## src/rtl/vrei_pkg.sv

```systemverilog
package vrei_pkg;
  // ---------------------------------------------------------------
  // Register map
  // ---------------------------------------------------------------
  localparam logic [7:0] VREI_MCU_CONTROL_ADDR = 8'h35;
  localparam logic [7:0] VREI_SENSE_CTRL_ADDR = 8'h69;
  localparam logic [7:0] VREI_EXT_MASK_ADDR = 8'h3d;
  localparam logic [7:0] VREI_EXT_FLAG_ADDR = 8'h3c;
  localparam logic [7:0] VREI_PC_CTRL_ADDR = 8'h68;
  localparam logic [7:0] VREI_PC_FLAG_ADDR = 8'h3b;
  localparam logic [7:0] VREI_PC_MASK0_ADDR = 8'h6b;
  localparam logic [7:0] VREI_PC_MASK1_ADDR = 8'h6c;
  localparam logic [7:0] VREI_PC_MASK2_ADDR = 8'h6d;
  localparam logic [7:0] VREI_MCU_RESET = 8'h00;
  localparam logic [7:0] VREI_MCU_WMASK = 8'h70;
  localparam int VREI_UNLOCK_BIT = 0;
  localparam int VREI_SELECT_BIT = 1;
  localparam logic [7:0] VREI_PC_MASK1_VALID = 8'h7f;
  // ---------------------------------------------------------------
  // Timing and vectors
  // ---------------------------------------------------------------
  localparam logic [2:0] VREI_UNLOCK_CYCLES = 3'h4;
  localparam logic [15:0] VREI_APP_BASE = 16'h0000;
  localparam int VREI_NUM_VEC = 26;
  // Sense-control encodings
  localparam logic [1:0] VREI_SENSE_LOW = 2'h0;
  localparam logic [1:0] VREI_SENSE_ANY = 2'h1;
  localparam logic [1:0] VREI_SENSE_FALL = 2'h2;
  localparam logic [1:0] VREI_SENSE_RISE = 2'h3;

  typedef struct packed {
    logic [7:0] addr;
    logic [7:0] wdata;
    logic wr;
    logic rd;
  } vrei_bus_t;

  typedef enum logic [1:0] {
    VREI_IDLE = 2'b01,
    VREI_OPEN = 2'b10
  } vrei_state_t;
endpackage

```

## src/rtl/vrei_top.sv

```systemverilog
// Strobed register access was chosen for this implementation.
`timescale 1ns/10ps
module vrei_top
  import vrei_pkg::*;
#(
  parameter logic [15:0] BOOT_BASE_2K = 16'h3c00,
  parameter logic [15:0] BOOT_BASE_1K = 16'h3e00,
  parameter logic [15:0] BOOT_BASE_512 = 16'h3f00,
  parameter logic [15:0] BOOT_BASE_256 = 16'h3f80
) (
  input wire logic clk,
  input wire logic rst,
  input wire vrei_bus_t bus,
  output logic [7:0] rdata,
  input wire logic [1:0] boot_size_fuses,
  input wire logic boot_reset_fuse,
  input wire logic application_irq_lock,
  input wire logic boot_irq_lock,
  input wire logic exec_in_boot,
  input wire logic instr_done,
  input wire logic sleep_active,
  input wire logic sleep_idle,
  input wire logic startup_done,
  input wire logic [1:0] startup_time_fuses,
  input wire logic [3:0] clock_source_fuses,
  input wire logic global_irq_enable,
  input wire logic ext_irq0_pin,
  input wire logic ext_irq1_pin,
  input wire logic [23:0] pin_change_inputs,
  input wire logic [4:0] irq_ack_index,
  input wire logic irq_ack,
  input wire logic [4:0] vec_index,
  output logic [15:0] vec_addr,
  output logic [15:0] reset_addr,
  output logic [1:0] ext_irq_req,
  output logic [2:0] pc_irq_req,
  output logic irq_block,
  output logic io_clk_en,
  output logic wake_req
);
  logic [7:0] mcu_control_reg;
  logic [3:0] sense_control_reg;
  logic [1:0] ext_mask_reg;
  logic [1:0] ext_flag_reg;
  logic [2:0] pc_ctrl_reg;
  logic [2:0] pc_flag_reg;
  logic [7:0] pin_change_mask0;
  logic [7:0] pin_change_mask1;
  logic [7:0] pin_change_mask2;
  logic [2:0] unlock_cnt_reg;
  logic post_write_reg;
  vrei_state_t state_reg;
  logic [1:0] ext_prev_reg;
  logic [23:0] pc_prev_reg;
  logic [15:0] boot_base;
  logic [15:0] table_base;
  logic sel_write;
  logic mcu_wr;
  logic [1:0] ext_event;
  logic [2:0] pc_event;
  logic [23:0] pc_masks;
  logic lock_block;

  // ---------------------------------------------------------------
  // Vector placement
  // ---------------------------------------------------------------
  function automatic logic [15:0] boot_start(input logic [1:0] sz);
    unique case (sz)
      2'h0: boot_start = BOOT_BASE_2K;
      2'h1: boot_start = BOOT_BASE_1K;
      2'h2: boot_start = BOOT_BASE_512;
      2'h3: boot_start = BOOT_BASE_256;
    endcase
  endfunction

  assign boot_base = boot_start(boot_size_fuses);
  assign table_base = mcu_control_reg[VREI_SELECT_BIT] ? boot_base : VREI_APP_BASE;
  assign reset_addr = boot_reset_fuse ? boot_base : VREI_APP_BASE;

  always_ff @(posedge clk) begin
    if (rst) begin
      vec_addr <= 16'h0000;
    end else if (vec_index == 5'h00) begin
      vec_addr <= reset_addr;
    end else begin
      vec_addr <= table_base + {10'h000, vec_index, 1'b0};
    end
  end

  // ---------------------------------------------------------------
  // Unlock sequence
  // ---------------------------------------------------------------
  assign mcu_wr = bus.wr && bus.addr == VREI_MCU_CONTROL_ADDR;
  assign sel_write = mcu_wr && state_reg == VREI_OPEN && !bus.wdata[VREI_UNLOCK_BIT];

  always_ff @(posedge clk) begin
    if (rst) begin
      state_reg <= VREI_IDLE;
      unlock_cnt_reg <= 3'h0;
    end else if (sel_write) begin
      state_reg <= VREI_IDLE;
      unlock_cnt_reg <= 3'h0;
    end else if (mcu_wr && bus.wdata[VREI_UNLOCK_BIT]) begin
      state_reg <= VREI_OPEN;
      unlock_cnt_reg <= VREI_UNLOCK_CYCLES;
    end else if (state_reg == VREI_OPEN) begin
      unlock_cnt_reg <= unlock_cnt_reg - 3'h1;
      if (unlock_cnt_reg == 3'h1) begin
        state_reg <= VREI_IDLE;
      end
    end
  end

  // Hold block until the instruction after the select write retires
  always_ff @(posedge clk) begin
    if (rst) begin
      post_write_reg <= 1'b0;
    end else if (sel_write) begin
      post_write_reg <= 1'b1;
    end else if (instr_done) begin
      post_write_reg <= 1'b0;
    end
  end

  always_ff @(posedge clk) begin
    if (rst) begin
      mcu_control_reg <= VREI_MCU_RESET;
    end else if (mcu_wr) begin
      mcu_control_reg[6:4] <= bus.wdata[6:4];
      if (sel_write) begin
        mcu_control_reg[VREI_SELECT_BIT] <= bus.wdata[VREI_SELECT_BIT];
      end
      mcu_control_reg[VREI_UNLOCK_BIT] <= bus.wdata[VREI_UNLOCK_BIT] && !sel_write;
    end else if (state_reg == VREI_OPEN && unlock_cnt_reg == 3'h1) begin
      mcu_control_reg[VREI_UNLOCK_BIT] <= 1'b0;
    end
  end

  assign lock_block = (mcu_control_reg[VREI_SELECT_BIT] && application_irq_lock && !exec_in_boot)
    || (!mcu_control_reg[VREI_SELECT_BIT] && boot_irq_lock && exec_in_boot);
  assign irq_block = state_reg == VREI_OPEN || post_write_reg || lock_block;

  // ---------------------------------------------------------------
  // Config registers
  // ---------------------------------------------------------------
  always_ff @(posedge clk) begin
    if (rst) begin
      sense_control_reg <= 4'h0;
      ext_mask_reg <= 2'h0;
      pc_ctrl_reg <= 3'h0;
      pin_change_mask0 <= 8'h00;
      pin_change_mask1 <= 8'h00;
      pin_change_mask2 <= 8'h00;
    end else if (bus.wr) begin
      if (bus.addr == VREI_SENSE_CTRL_ADDR) sense_control_reg <= bus.wdata[3:0];
      if (bus.addr == VREI_EXT_MASK_ADDR) ext_mask_reg <= bus.wdata[1:0];
      if (bus.addr == VREI_PC_CTRL_ADDR) pc_ctrl_reg <= bus.wdata[2:0];
      if (bus.addr == VREI_PC_MASK0_ADDR) pin_change_mask0 <= bus.wdata;
      if (bus.addr == VREI_PC_MASK1_ADDR) pin_change_mask1 <= bus.wdata & VREI_PC_MASK1_VALID;
      if (bus.addr == VREI_PC_MASK2_ADDR) pin_change_mask2 <= bus.wdata;
    end
  end

  // ---------------------------------------------------------------
  // Pin detection
  // ---------------------------------------------------------------
  // pins sampled regardless of direction
  always_ff @(posedge clk) begin
    if (rst) begin
      ext_prev_reg <= 2'h3;
      pc_prev_reg <= 24'h000000;
    end else begin
      ext_prev_reg <= {ext_irq1_pin, ext_irq0_pin};
      pc_prev_reg <= pin_change_inputs;
    end
  end

  for (genvar i = 0; i < 2; i++) begin : g_ext
    logic [1:0] pin_pair;
    assign pin_pair = {ext_prev_reg[i], i == 0 ? ext_irq0_pin : ext_irq1_pin};
    always_comb begin
      unique case (sense_control_reg[2*i +: 2])
        VREI_SENSE_LOW: ext_event[i] = 1'b0;
        VREI_SENSE_ANY: ext_event[i] = pin_pair[1] ^ pin_pair[0];
        VREI_SENSE_FALL: ext_event[i] = pin_pair[1] && !pin_pair[0];
        VREI_SENSE_RISE: ext_event[i] = !pin_pair[1] && pin_pair[0];
      endcase
    end
  end

  assign pc_masks = {pin_change_mask2, pin_change_mask1 & VREI_PC_MASK1_VALID, pin_change_mask0};

  for (genvar g = 0; g < 3; g++) begin : g_pc
    assign pc_event[g] = |((pin_change_inputs[8*g +: 8] ^ pc_prev_reg[8*g +: 8])
      & pc_masks[8*g +: 8]);
  end

  always_ff @(posedge clk) begin
    if (rst) begin
      ext_flag_reg <= 2'h0;
      pc_flag_reg <= 3'h0;
    end else begin
      for (int k = 0; k < 2; k++) begin
        if (sense_control_reg[2*k +: 2] == VREI_SENSE_LOW) begin
          ext_flag_reg[k] <= 1'b0;
        end else if (ext_event[k]) begin
          ext_flag_reg[k] <= 1'b1;
        end else if ((irq_ack && irq_ack_index == 5'(k + 1))
            || (bus.wr && bus.addr == VREI_EXT_FLAG_ADDR && bus.wdata[k])) begin
          ext_flag_reg[k] <= 1'b0;
        end
      end
      for (int k = 0; k < 3; k++) begin
        if (pc_event[k]) begin
          pc_flag_reg[k] <= 1'b1;
        end else if ((irq_ack && irq_ack_index == 5'(k + 3))
            || (bus.wr && bus.addr == VREI_PC_FLAG_ADDR && bus.wdata[k])) begin
          pc_flag_reg[k] <= 1'b0;
        end
      end
    end
  end

  logic [1:0] level_low;
  assign level_low[0] = sense_control_reg[1:0] == VREI_SENSE_LOW && !ext_irq0_pin;
  assign level_low[1] = sense_control_reg[3:2] == VREI_SENSE_LOW && !ext_irq1_pin;

  // start-up wait signalled by clock control
  logic fuses_seen;
  assign fuses_seen = |{startup_time_fuses, clock_source_fuses} || 1'b1;

  logic ok_to_req;
  assign ok_to_req = global_irq_enable && !irq_block && startup_done && fuses_seen;

  always_ff @(posedge clk) begin
    if (rst) begin
      ext_irq_req <= 2'h0;
      pc_irq_req <= 3'h0;
    end else begin
      ext_irq_req <= ok_to_req ? ext_mask_reg & (ext_flag_reg | level_low) : 2'h0;
      pc_irq_req <= ok_to_req ? pc_ctrl_reg & pc_flag_reg : 3'h0;
    end
  end

  // I/O clock only outside deep sleep
  assign io_clk_en = !sleep_active || sleep_idle;

  assign wake_req = sleep_active && (|(ext_mask_reg & level_low)
    || |(pc_ctrl_reg & {|((pin_change_inputs[23:16] ^ pc_prev_reg[23:16]) & pc_masks[23:16]),
    |((pin_change_inputs[15:8] ^ pc_prev_reg[15:8]) & pc_masks[15:8]),
    |((pin_change_inputs[7:0] ^ pc_prev_reg[7:0]) & pc_masks[7:0])})
    || |(ext_mask_reg & ext_event));

  // ---------------------------------------------------------------
  // Read port
  // ---------------------------------------------------------------
  always_ff @(posedge clk) begin
    if (rst) begin
      rdata <= 8'h00;
    end else if (bus.rd) begin
      unique case (bus.addr)
        VREI_MCU_CONTROL_ADDR: rdata <= mcu_control_reg;
        VREI_SENSE_CTRL_ADDR: rdata <= {4'h0, sense_control_reg};
        VREI_EXT_MASK_ADDR: rdata <= {6'h00, ext_mask_reg};
        VREI_EXT_FLAG_ADDR: rdata <= {6'h00, ext_flag_reg};
        VREI_PC_CTRL_ADDR: rdata <= {5'h00, pc_ctrl_reg};
        VREI_PC_FLAG_ADDR: rdata <= {5'h00, pc_flag_reg};
        VREI_PC_MASK0_ADDR: rdata <= pin_change_mask0;
        VREI_PC_MASK1_ADDR: rdata <= pin_change_mask1;
        VREI_PC_MASK2_ADDR: rdata <= pin_change_mask2;
        default: rdata <= 8'h00;
      endcase
    end else begin
      rdata <= 8'h00;
    end
  end
endmodule

```

## config.mk

```make
export PLATFORM = sky130hd
export DESIGN_NAME = vrei_top
export DESIGN_NICKNAME = d
export VERILOG_FILES = /design/src/rtl/vrei_pkg.sv /design/src/rtl/vrei_top.sv
export SDC_FILE = /design/constraint.sdc
export NUM_CORES = 1
export LEC_CHECK = 0
export BUFFER_PORTS_ARGS = -buffer_cell sky130_fd_sc_hd__buf_2
export CELL_PAD_IN_SITES_DETAIL_PLACEMENT = 1
export CELL_PAD_IN_SITES_GLOBAL_PLACEMENT = 1
export CORE_ASPECT_RATIO = 0.75
export CORE_MARGIN = 1.5
export CORE_UTILIZATION = 42
export CTS_BUF_LIST = sky130_fd_sc_hd__clkbuf_16
export CTS_CLUSTER_SIZE = 28
export DETAILED_ROUTE_END_ITERATION = 8
export GPL_TIMING_DRIVEN = 0
export HOLD_SLACK_MARGIN = 0.03
export PLACE_DENSITY_LB_ADDON = 0.12
export SYNTH_ARGS = -nofsm -noshare
export SYNTH_HDL_FRONTEND = slang
export SYNTH_SLANG_ARGS = --single-unit
```

## constraint.sdc

```tcl
create_clock -name clk -period 4.27 [get_ports clk]
set_input_delay 0.854 -clock clk [delete_from_list [all_inputs] [get_ports clk]]
set_output_delay 0.854 -clock clk [all_outputs]
set_load 0.01 [all_outputs]
```

# Word-level counts from Yosys, hierarchy flattened
# Index checks and enable logic that the tools add are counted.
# Widths: inputs -> output; s select.
# classes
n_bitwise,16
muxes,26
n_reduce_logical,85
n_addsub,2
n_eq_ne,25
# op_table
op,n
$pmux 8 s9,1
$pmux 16 s4,1
$mux 16,3
$eq 8x7->1 const B,5
$eq 8x6->1 const B,4
$logic_and 1x1->1,31
$reduce_or 8->1,3
$xor 8x8->8,3
$reduce_bool 2->1,9
$add 16x6->16,1
$and 8x8->8,2
$reduce_and 2->1,8
$eq 2x2->1 const B,7
$mux 1,14
$reduce_or 2->1,7
$logic_or 1x1->1,11
$eq 5x2->1 const B,2
$eq 5x3->1 const B,2
$logic_not 1->1,10
$and 8x7->8,1
$pmux 1 s4,2
$and 2x2->2,3
$and 3x3->3,2
$eq 2x1->1 const B,3
11 further kinds,19
# totals
elab_cells,178
register_bits,103
in_bits,74

# Longest topological paths before layout
# Gate-level depths: netlist of run 1.
# depth
ltp_word,10
mapped_depth,7

# Worst setup path before layout of run 1
# Ideal clock, no wire load.
# synth_timing
kind,input to output
start,in ext_irq1_pin
end,out wake_req
path_buffers,0
cell_stages,6
t_required_ps,3416
setup_slack_ps,1580
t_arrival_ps,1836
cell_sequence,inv_1 > ha_1 > o211ai_1 > o21a_1 > a222oi_1 > a21boi_0
# synth_between
elab_chain_len,7
# synth_lines
item,line,text
start: declaration,vrei_top.sv:28,"input wire logic ext_irq1_pin,"
$logic_not 1->1,"vrei_top.sv:185, vrei_top.sv:226",
"$logic_and 1x1->1, on equally long branches","vrei_top.sv:185, vrei_top.sv:226",
$pmux 1 s4 or $and 2x2->2 (tied branches),"vrei_top.sv:182, vrei_top.sv:248",
$and 2x2->2 or $reduce_or 2->1 (tied branches),"vrei_top.sv:252, vrei_top.sv:248",
$reduce_or 2->1 or $logic_or 1x1->1 (tied branches),"vrei_top.sv:252, vrei_top.sv:249",
$logic_or 1x1->1 (*),vrei_top.sv:252,|| |(ext_mask_reg & ext_event));
$logic_and 1x1->1 (*),vrei_top.sv:248,assign wake_req = sleep_active && (|(ext_mask_reg & level_low)
end: declaration,vrei_top.sv:39,output logic wake_req
# Every way passes the cells marked *; elsewhere a longest branch is shown, timed or not.

# Worst setup path after layout of run 1
# layout_timing
start,in pin_change_inputs[12]
end,out wake_req
# layout_between
elab_chain_len,8
# layout_lines
item,line,text
start: declaration,vrei_top.sv:29,"input wire logic [23:0] pin_change_inputs,"
$xor 8x8->8,vrei_top.sv:250,"|((pin_change_inputs[15:8] ^ pc_prev_reg[15:8]) & pc_masks[15:8]),"
$and 8x7->8,vrei_top.sv:250,
$reduce_or 8->1,vrei_top.sv:250,
$and 3x3->3,vrei_top.sv:249,"|| |(pc_ctrl_reg & {|((pin_change_inputs[23:16] ^ pc_prev_reg[23:16]) & pc_masks[23:16]),"
$reduce_or 3->1,vrei_top.sv:249,
$logic_or 1x1->1,vrei_top.sv:249,
$logic_or 1x1->1,vrei_top.sv:252,
$logic_and 1x1->1,vrei_top.sv:248,
# No other way between the ends.

==> results.sh, run 1 <==
export IMPL_fin_area_sq_um=5300
export IMPL_cp_arrival_ns=2.28
export IMPL_antenna_left=0
export IMPL_netlist_area_sq_um=4350
export IMPL_grt_pass1_wl_mm=21.3
export IMPL_pin_count=122
export IMPL_tightest_slew_ns=0.759
export IMPL_switchingPower_uw=436
export IMPL_async_reset_ff_frac=0
export IMPL_irDropWorstVdd_uv=262
export IMPL_num_vias=3935
export IMPL_die_h_um=91.1
export IMPL_synth_ff_latch_count=95
export IMPL_grt_usage=0.250
export IMPL_place_area_sq_um=5040
export IMPL_cts_htree_levels=3
export IMPL_dieArea_sq_um=11000
export IMPL_vias_per_cell=5.35
export IMPL_chipWidth_um=121
export IMPL_slew_headroom=0.491
export IMPL_start_util=0.441
export IMPL_final_common_cell="buf_2"
export IMPL_fmax_ghz=0.319
export IMPL_synth_warnings=0
export IMPL_drt_iter0_markers=217
export IMPL_dp_worst_setup_slack_ns=1.15
export IMPL_cap_violations=0
export IMPL_seqPwrFrac=0.507
export IMPL_slew_violations=0
export IMPL_globalRoute_totalOverflow=0
export IMPL_place_gp_congestion=0.845
export IMPL_required_ns=3.42
export IMPL_cts_root_buf="clkbuf_16"
export IMPL_synth_edf_count=0
export IMPL_hold_slack_ns=0.459
export IMPL_wire_per_inst_um=17.9
export IMPL_finalHoldViolCount=0
export IMPL_drt_wl_total_mm=13.2
export IMPL_setup_slack_ns=1.14
export IMPL_critical_path_class="in -> out"
export IMPL_power_share_switching=0.243
export IMPL_finClkSkew_ns=0.00440
export IMPL_dpl_hpwl_mm=10.0
export IMPL_r2r_setup_slack_ns=2.43
export IMPL_clock_sinks=95
export IMPL_most_common_layout_cells="buf_2, dfxtp_1, nor2_1, nor2b_1, nand2_1"
export IMPL_dr_pass1_iters=5
export IMPL_synth_seq_area_share=0.437
export IMPL_syn2layout_area_growth_pct=21.9
export IMPL_numCtsBuffers=9
export IMPL_combPwrFrac=0.091
export IMPL_fin_crit_sh=0.734
export IMPL_rsz0062_at_grt="no"
export IMPL_clk_insertion_delay_late_ns=0.34
export IMPL_critPathCaptureType="primary output"
export IMPL_clockBufferDepth=2
export IMPL_layout_nets=678
export IMPL_antennaDiodeCount=0
export IMPL_clkPwrFrac=0.402
export IMPL_p_leak_uw=0.00248
export IMPL_yosysUniqueCellTypes=54
export IMPL_rows=31
export IMPL_synth_top_family_by_area="simple AND/OR/NAND/NOR gates"
export IMPL_grt_max_degree=15
export IMPL_cts_resized_gates=0
export IMPL_antenna_found_initial=0
export IMPL_synth_main_ff_cell="dfxtp_1"
export IMPL_power_density_nw_per_um2=338
export IMPL_drc=0
export IMPL_yosys_area_share_simple=0.226
export IMPL_cts_tree="built"
export IMPL_hold_class="reg -> reg"
export IMPL_grt_pass1_vias=4129
export IMPL_setup_viol=0
export IMPL_synth_compound_area_share=0.131
export IMPL_synth_avg_cell_area_sq_um=9.10
export IMPL_core_area_sq_um=9850
export IMPL_internal_power_uw=1360
export IMPL_largest_reg_flops=23
export IMPL_post_synth_fa_ha_maj_area_fraction=0.0173
export IMPL_cp_max_fo=2
export IMPL_clk_pin_slew_ns=0.07
export IMPL_drive_above_1_share=0.242
export IMPL_portBuffers=97
export IMPL_status="finished, final reports clean"
export IMPL_synth_xor_area_frac=0.0463
export IMPL_post_cts_buffers=0
export IMPL_synthMuxAreaShare=0.0739
export IMPL_synth_cells=478
export IMPL_fin_setup_tns_ns=0
export IMPL_start_kind="input pin"
export IMPL_layout_min_cycle_time_ns=3.13
export IMPL_ctsHoldBuffers=0
==> final cells by class <==
type,instances,area [sq um]
sequential,95,1900
timing repair buffer,97,485
clock inverter,7,32.5
tap,132,165
buffer,44,262
inverter,8,30.0
multi-input combinational,343,2200
clock buffer,9,225
fill,1206,4550
==> cells in the mapped netlist (5+ instances only) <==
| cell | n | area, sq um |
|---|---|---|
| mux2i_1 | 31 | 310 |
| dfxtp_1 | 95 | 1900 |
| clkbuf_1 | 15 | 56.3 |
| nand2_1 | 34 | 128 |
| xor2_1 | 23 | 201 |
| nor2b_1 | 36 | 225 |
| ha_1 | 6 | 75.1 |
| buf_2 | 5 | 25.0 |
| nor2_1 | 39 | 146 |
| a21oi_1 | 22 | 110 |
| a22oi_1 | 16 | 120 |
| inv_1 | 8 | 30.0 |
| and3_1 | 7 | 43.8 |
| a31oi_1 | 6 | 37.5 |
| buf_4 | 20 | 150 |
| nand3_1 | 29 | 145 |
| o21ai_0 | 10 | 50.1 |
==> through the flow <==
step | utilization | total power (uW) | instances
CTS | 0.538 | 1810 | 735
detailed placement | 0.512 | 1090 | 719
global route | 0.538 | 1860 | 735
finish | 0.538 | 1790 | 735
global placement | 0.512 | 1090 | 719
floorplan | - | 1010 | 490
==> final timing paths <==
kind / from / end / cells after the start
setup / recovery: pin_change_inputs[12] / wake_req / 7
hold / removal: mcu_control_reg[6]$_SDFFE_PP0N_ / mcu_control_reg[6]$_SDFFE_PP0N_ / 2
setup reg to reg: mcu_control_reg[1]$_SDFFE_PP0P_ / ext_irq_req[0]$_SDFF_PP0_ / 4
hold reg to reg: mcu_control_reg[6]$_SDFFE_PP0N_ / mcu_control_reg[6]$_SDFFE_PP0N_ / 2
==> cell families after synthesis <==
family / after synthesis
muxes: 32
DFF: 95
other: 1
buffers and inverters: 52
and+or+nand+nor: 184
AOI/OAI and AO/OA: 85
xor gates and xnor gates: 23
adders and majority gates: 6
==> power groups by stage <==
stage                     Clock (uW)  Sequential [uW]  Combinational, uW
final                            721              909                163
after detailed placement           0              929                162
after global placement             0              928                158
after floorplan                    0              929               85.9
after CTS                        734              909                164
after global routing             767              910                179
==> worst max-delay path, cell delays in order <==
cell	delay, ns
buf_2	0.11
xor2_1	0.13
a222oi_1	0.37
nand3_1	0.28
a22oi_1	0.26
a21boi_0	0.11
buf_2	0.16
==> per-layer routing <==
layer  global-route usage  part of all wire  vias to the layer above
met1                0.339              0.46                     1904
li1                     -                 -                     1870
met2                0.387              0.44                      145
met4               0.0814             0.016                        0
met5                    0                 0                        -
met3               0.0641             0.079                       16
Power figures use the tool's default switching activity.
==> inputs of run 2 (changes only) <==
- ABC_AREA: not set -> 1
- CORE_UTILIZATION: 42 -> 37
- clock period: 4.27 -> 3 ns (I/O delays scaled with it)
==> results.sh, run 2 <==
export IMPL_status="finished, final reports clean"
export IMPL_most_common_layout_cells="nand2_1, inv_1, buf_2, dfxtp_1, nor2_1"
export IMPL_cts_htree_levels=3
export IMPL_synthTopCellsByCount="nand2_1, inv_1, dfxtp_1"
export IMPL_layout_nets=875
export IMPL_synth_top_area_frac=0.418
export IMPL_synth_seq_area_share=0.418
export IMPL_place_gp_congestion=0.854
export IMPL_ctsHoldBuffers=0
export IMPL_antenna_left=0
export IMPL_total_power_uw=2560
export IMPL_combPwrFrac=0.093
export IMPL_power_density_nw_per_um2=461
export IMPL_power_share_switching=0.249
export IMPL_antennaDiodeCount=0
export IMPL_final_common_cell="nand2_1"
export IMPL_cts_resized_gates=0
export IMPL_critPathCaptureType="primary output"
export IMPL_dieArea_sq_um=13000
export IMPL_seqPwrFrac=0.506
export IMPL_clockBufferDepth=2
export IMPL_grt_pass1_vias=4608
export IMPL_rows=34
export IMPL_clock_sinks=95
export IMPL_grt_max_degree=15
export IMPL_switchingPower_uw=638
export IMPL_setup_viol=0
export IMPL_pin_count=122
export IMPL_synth_avg_cell_area_sq_um=6.76
export IMPL_slew_violations=0
export IMPL_fin_setup_tns_ns=0
export IMPL_cp_arrival_ns=1.83
export IMPL_irDropWorstVdd_uv=266
export IMPL_largest_reg_flops=23
export IMPL_async_reset_ff_frac=0
export IMPL_grt_pass1_wl_mm=23.0
export IMPL_syn2layout_area_growth_pct=21.9
export IMPL_chipWidth_um=131
export IMPL_numCtsBuffers=9
export IMPL_hold_class="reg -> reg"
export IMPL_cp_max_fo=4
export IMPL_crit_chain="buf_2 > inv_1 > ha_1 > nand3b_1 > nand3_1 > nand2_1 > nand2_1 > inv_1 > nand2_1 > nor2_1 > nor2_1 > buf_2"
export IMPL_critical_path_class="in -> out"
export IMPL_synth_cells=673
export IMPL_fmax_ghz=0.411
export IMPL_fin_crit_sh=0.810
export IMPL_cts_root_buf="clkbuf_16"
export IMPL_globalRoute_totalOverflow=0
export IMPL_clk_insertion_delay_late_ns=0.35
export IMPL_slowest_delay_ns=0.24
export IMPL_tightest_slew_ns=0.645
export IMPL_worst_path_most_repeated_cell="nand2_1"
export IMPL_synth_most_common_cell="nand2_1"
export IMPL_finalHoldViolCount=0
export IMPL_yosysTopAreaCell="dfxtp_1"
export IMPL_die_h_um=99.0
export IMPL_num_vias=4654
export IMPL_p_leak_uw=0.00274
export IMPL_dpl_hpwl_mm=11.5
export IMPL_start_util=0.386
export IMPL_synth_edf_count=0
export IMPL_synth_main_ff_cell="dfxtp_1"
export IMPL_rsz0062_at_grt="no"
export IMPL_dr_pass1_iters=5
export IMPL_vias_per_cell=4.84
export IMPL_netlist_area_sq_um=4550
export IMPL_portBuffers=99
export IMPL_slowest_stage="ha_1"
export IMPL_post_cts_buffers=0
export IMPL_drt_wl_total_mm=14.4
export IMPL_drc=0
export IMPL_yosys_top_cells_area="dfxtp_1, nand2_1, inv_1"
export IMPL_grt_usage=0.230
export IMPL_r2r_setup_slack_ns=1.58
export IMPL_wire_per_inst_um=15.0
export IMPL_finClkSkew_ns=0.00938
export IMPL_clk_pin_slew_ns=0.07
export IMPL_core_area_sq_um=11800
export IMPL_layout_min_cycle_time_ns=2.43
export IMPL_required_ns=2.40
export IMPL_cap_violations=0
export IMPL_internal_power_uw=1920
export IMPL_drt_iter0_markers=235
export IMPL_drive_above_1_share=0.189
export IMPL_start_kind="input pin"
export IMPL_synth_ff_latch_count=95
export IMPL_yosysUniqueCellTypes=30
export IMPL_synth_warnings=0
export IMPL_antenna_found_initial=0
export IMPL_cts_tree="built"
export IMPL_slew_headroom=0.570
export IMPL_clkPwrFrac=0.401
[run 2: changes by cell type in the layout (fill, tap and decap cells not counted), sizes merged, moves of 36 or more]
cell | previous run | this run
nor2b | 36 | 0
inv | 10 | 124
nand2 | 34 | 137
nand3 | 29 | 70
nor2 | 39 | 85
[run 2: power by group through the flow]
stage / combinational, uW / clock, uW / sequential (uW)
CTS: 239 / 1040 / 1300
global placement: 227 / 0 / 1320
detailed placement: 238 / 0 / 1320
global route: 267 / 1100 / 1300
floorplan: 128 / 0 / 1320
finish: 238 / 1030 / 1300
[run 2: routing by layer]
layer / vias to the layer above / track usage / share of wire
li1: 2310 / - / -
met1: 2220 / 0.319 / 0.48
met2: 101 / 0.367 / 0.46
met3: 23 / 0.0407 / 0.044
met4: 0 / 0.0600 / 0.015
met5: - / 0 / 0
[run 2: final timing paths]
kind	from	endpoint	cells past startpoint
worst max-delay path	ext_irq1_pin	wake_req	12
worst min-delay path	mcu_control_reg[5]$_SDFFE_PP0N_	mcu_control_reg[5]$_SDFFE_PP0N_	2
worst max register to register	state_reg[1]$_SDFFE_PP0P_	unlock_cnt_reg[0]$_SDFFE_PP0P_	5
worst min register to register	mcu_control_reg[5]$_SDFFE_PP0N_	mcu_control_reg[5]$_SDFFE_PP0N_	2
[run 2: metrics by stage]
stage	cell area (sq um)	setup slack [ns]	hold slack [ns]	cells	utilization
2_1_floorplan	4600	0.871	0.425	685	-
3_3_place_gp	5290	0.582	0.434	946	0.449
3_5_place_dp	5290	0.579	0.454	946	0.449
4_1_cts	5550	0.565	0.463	961	0.471
5_1_grt	5550	0.436	0.482	961	0.471
6_report	5550	0.569	0.464	961	0.471
[run 2: critical path, delay by kind of cell]
kind,cells,cell delay (ns)
buffers and inverters,4,0.40
AND/OR/NAND/NOR,7,0.61
adder cells (fa/ha/maj),1,0.24
[run 2: layout make-up]
cell class | instances | area (sq um)
Clock buffer | 9 | 225
Clock inverter | 6 | 30.0
Buffer | 36 | 226
Timing Repair Buffer | 99 | 495
Inverter | 123 | 462
Tap cell | 162 | 203
Fill cell | 1596 | 6230
Multi-Input combinational cell | 431 | 2010
Sequential cell | 95 | 1900
[run 2: cell families after synthesis]
family          synth area share
compound gates             0.109
mux                      0.00220
buf+inv                    0.151
other cells             0.000824
simple gates               0.296
fa+ha+maj                 0.0165
xor+xnor                 0.00578
flops                      0.418
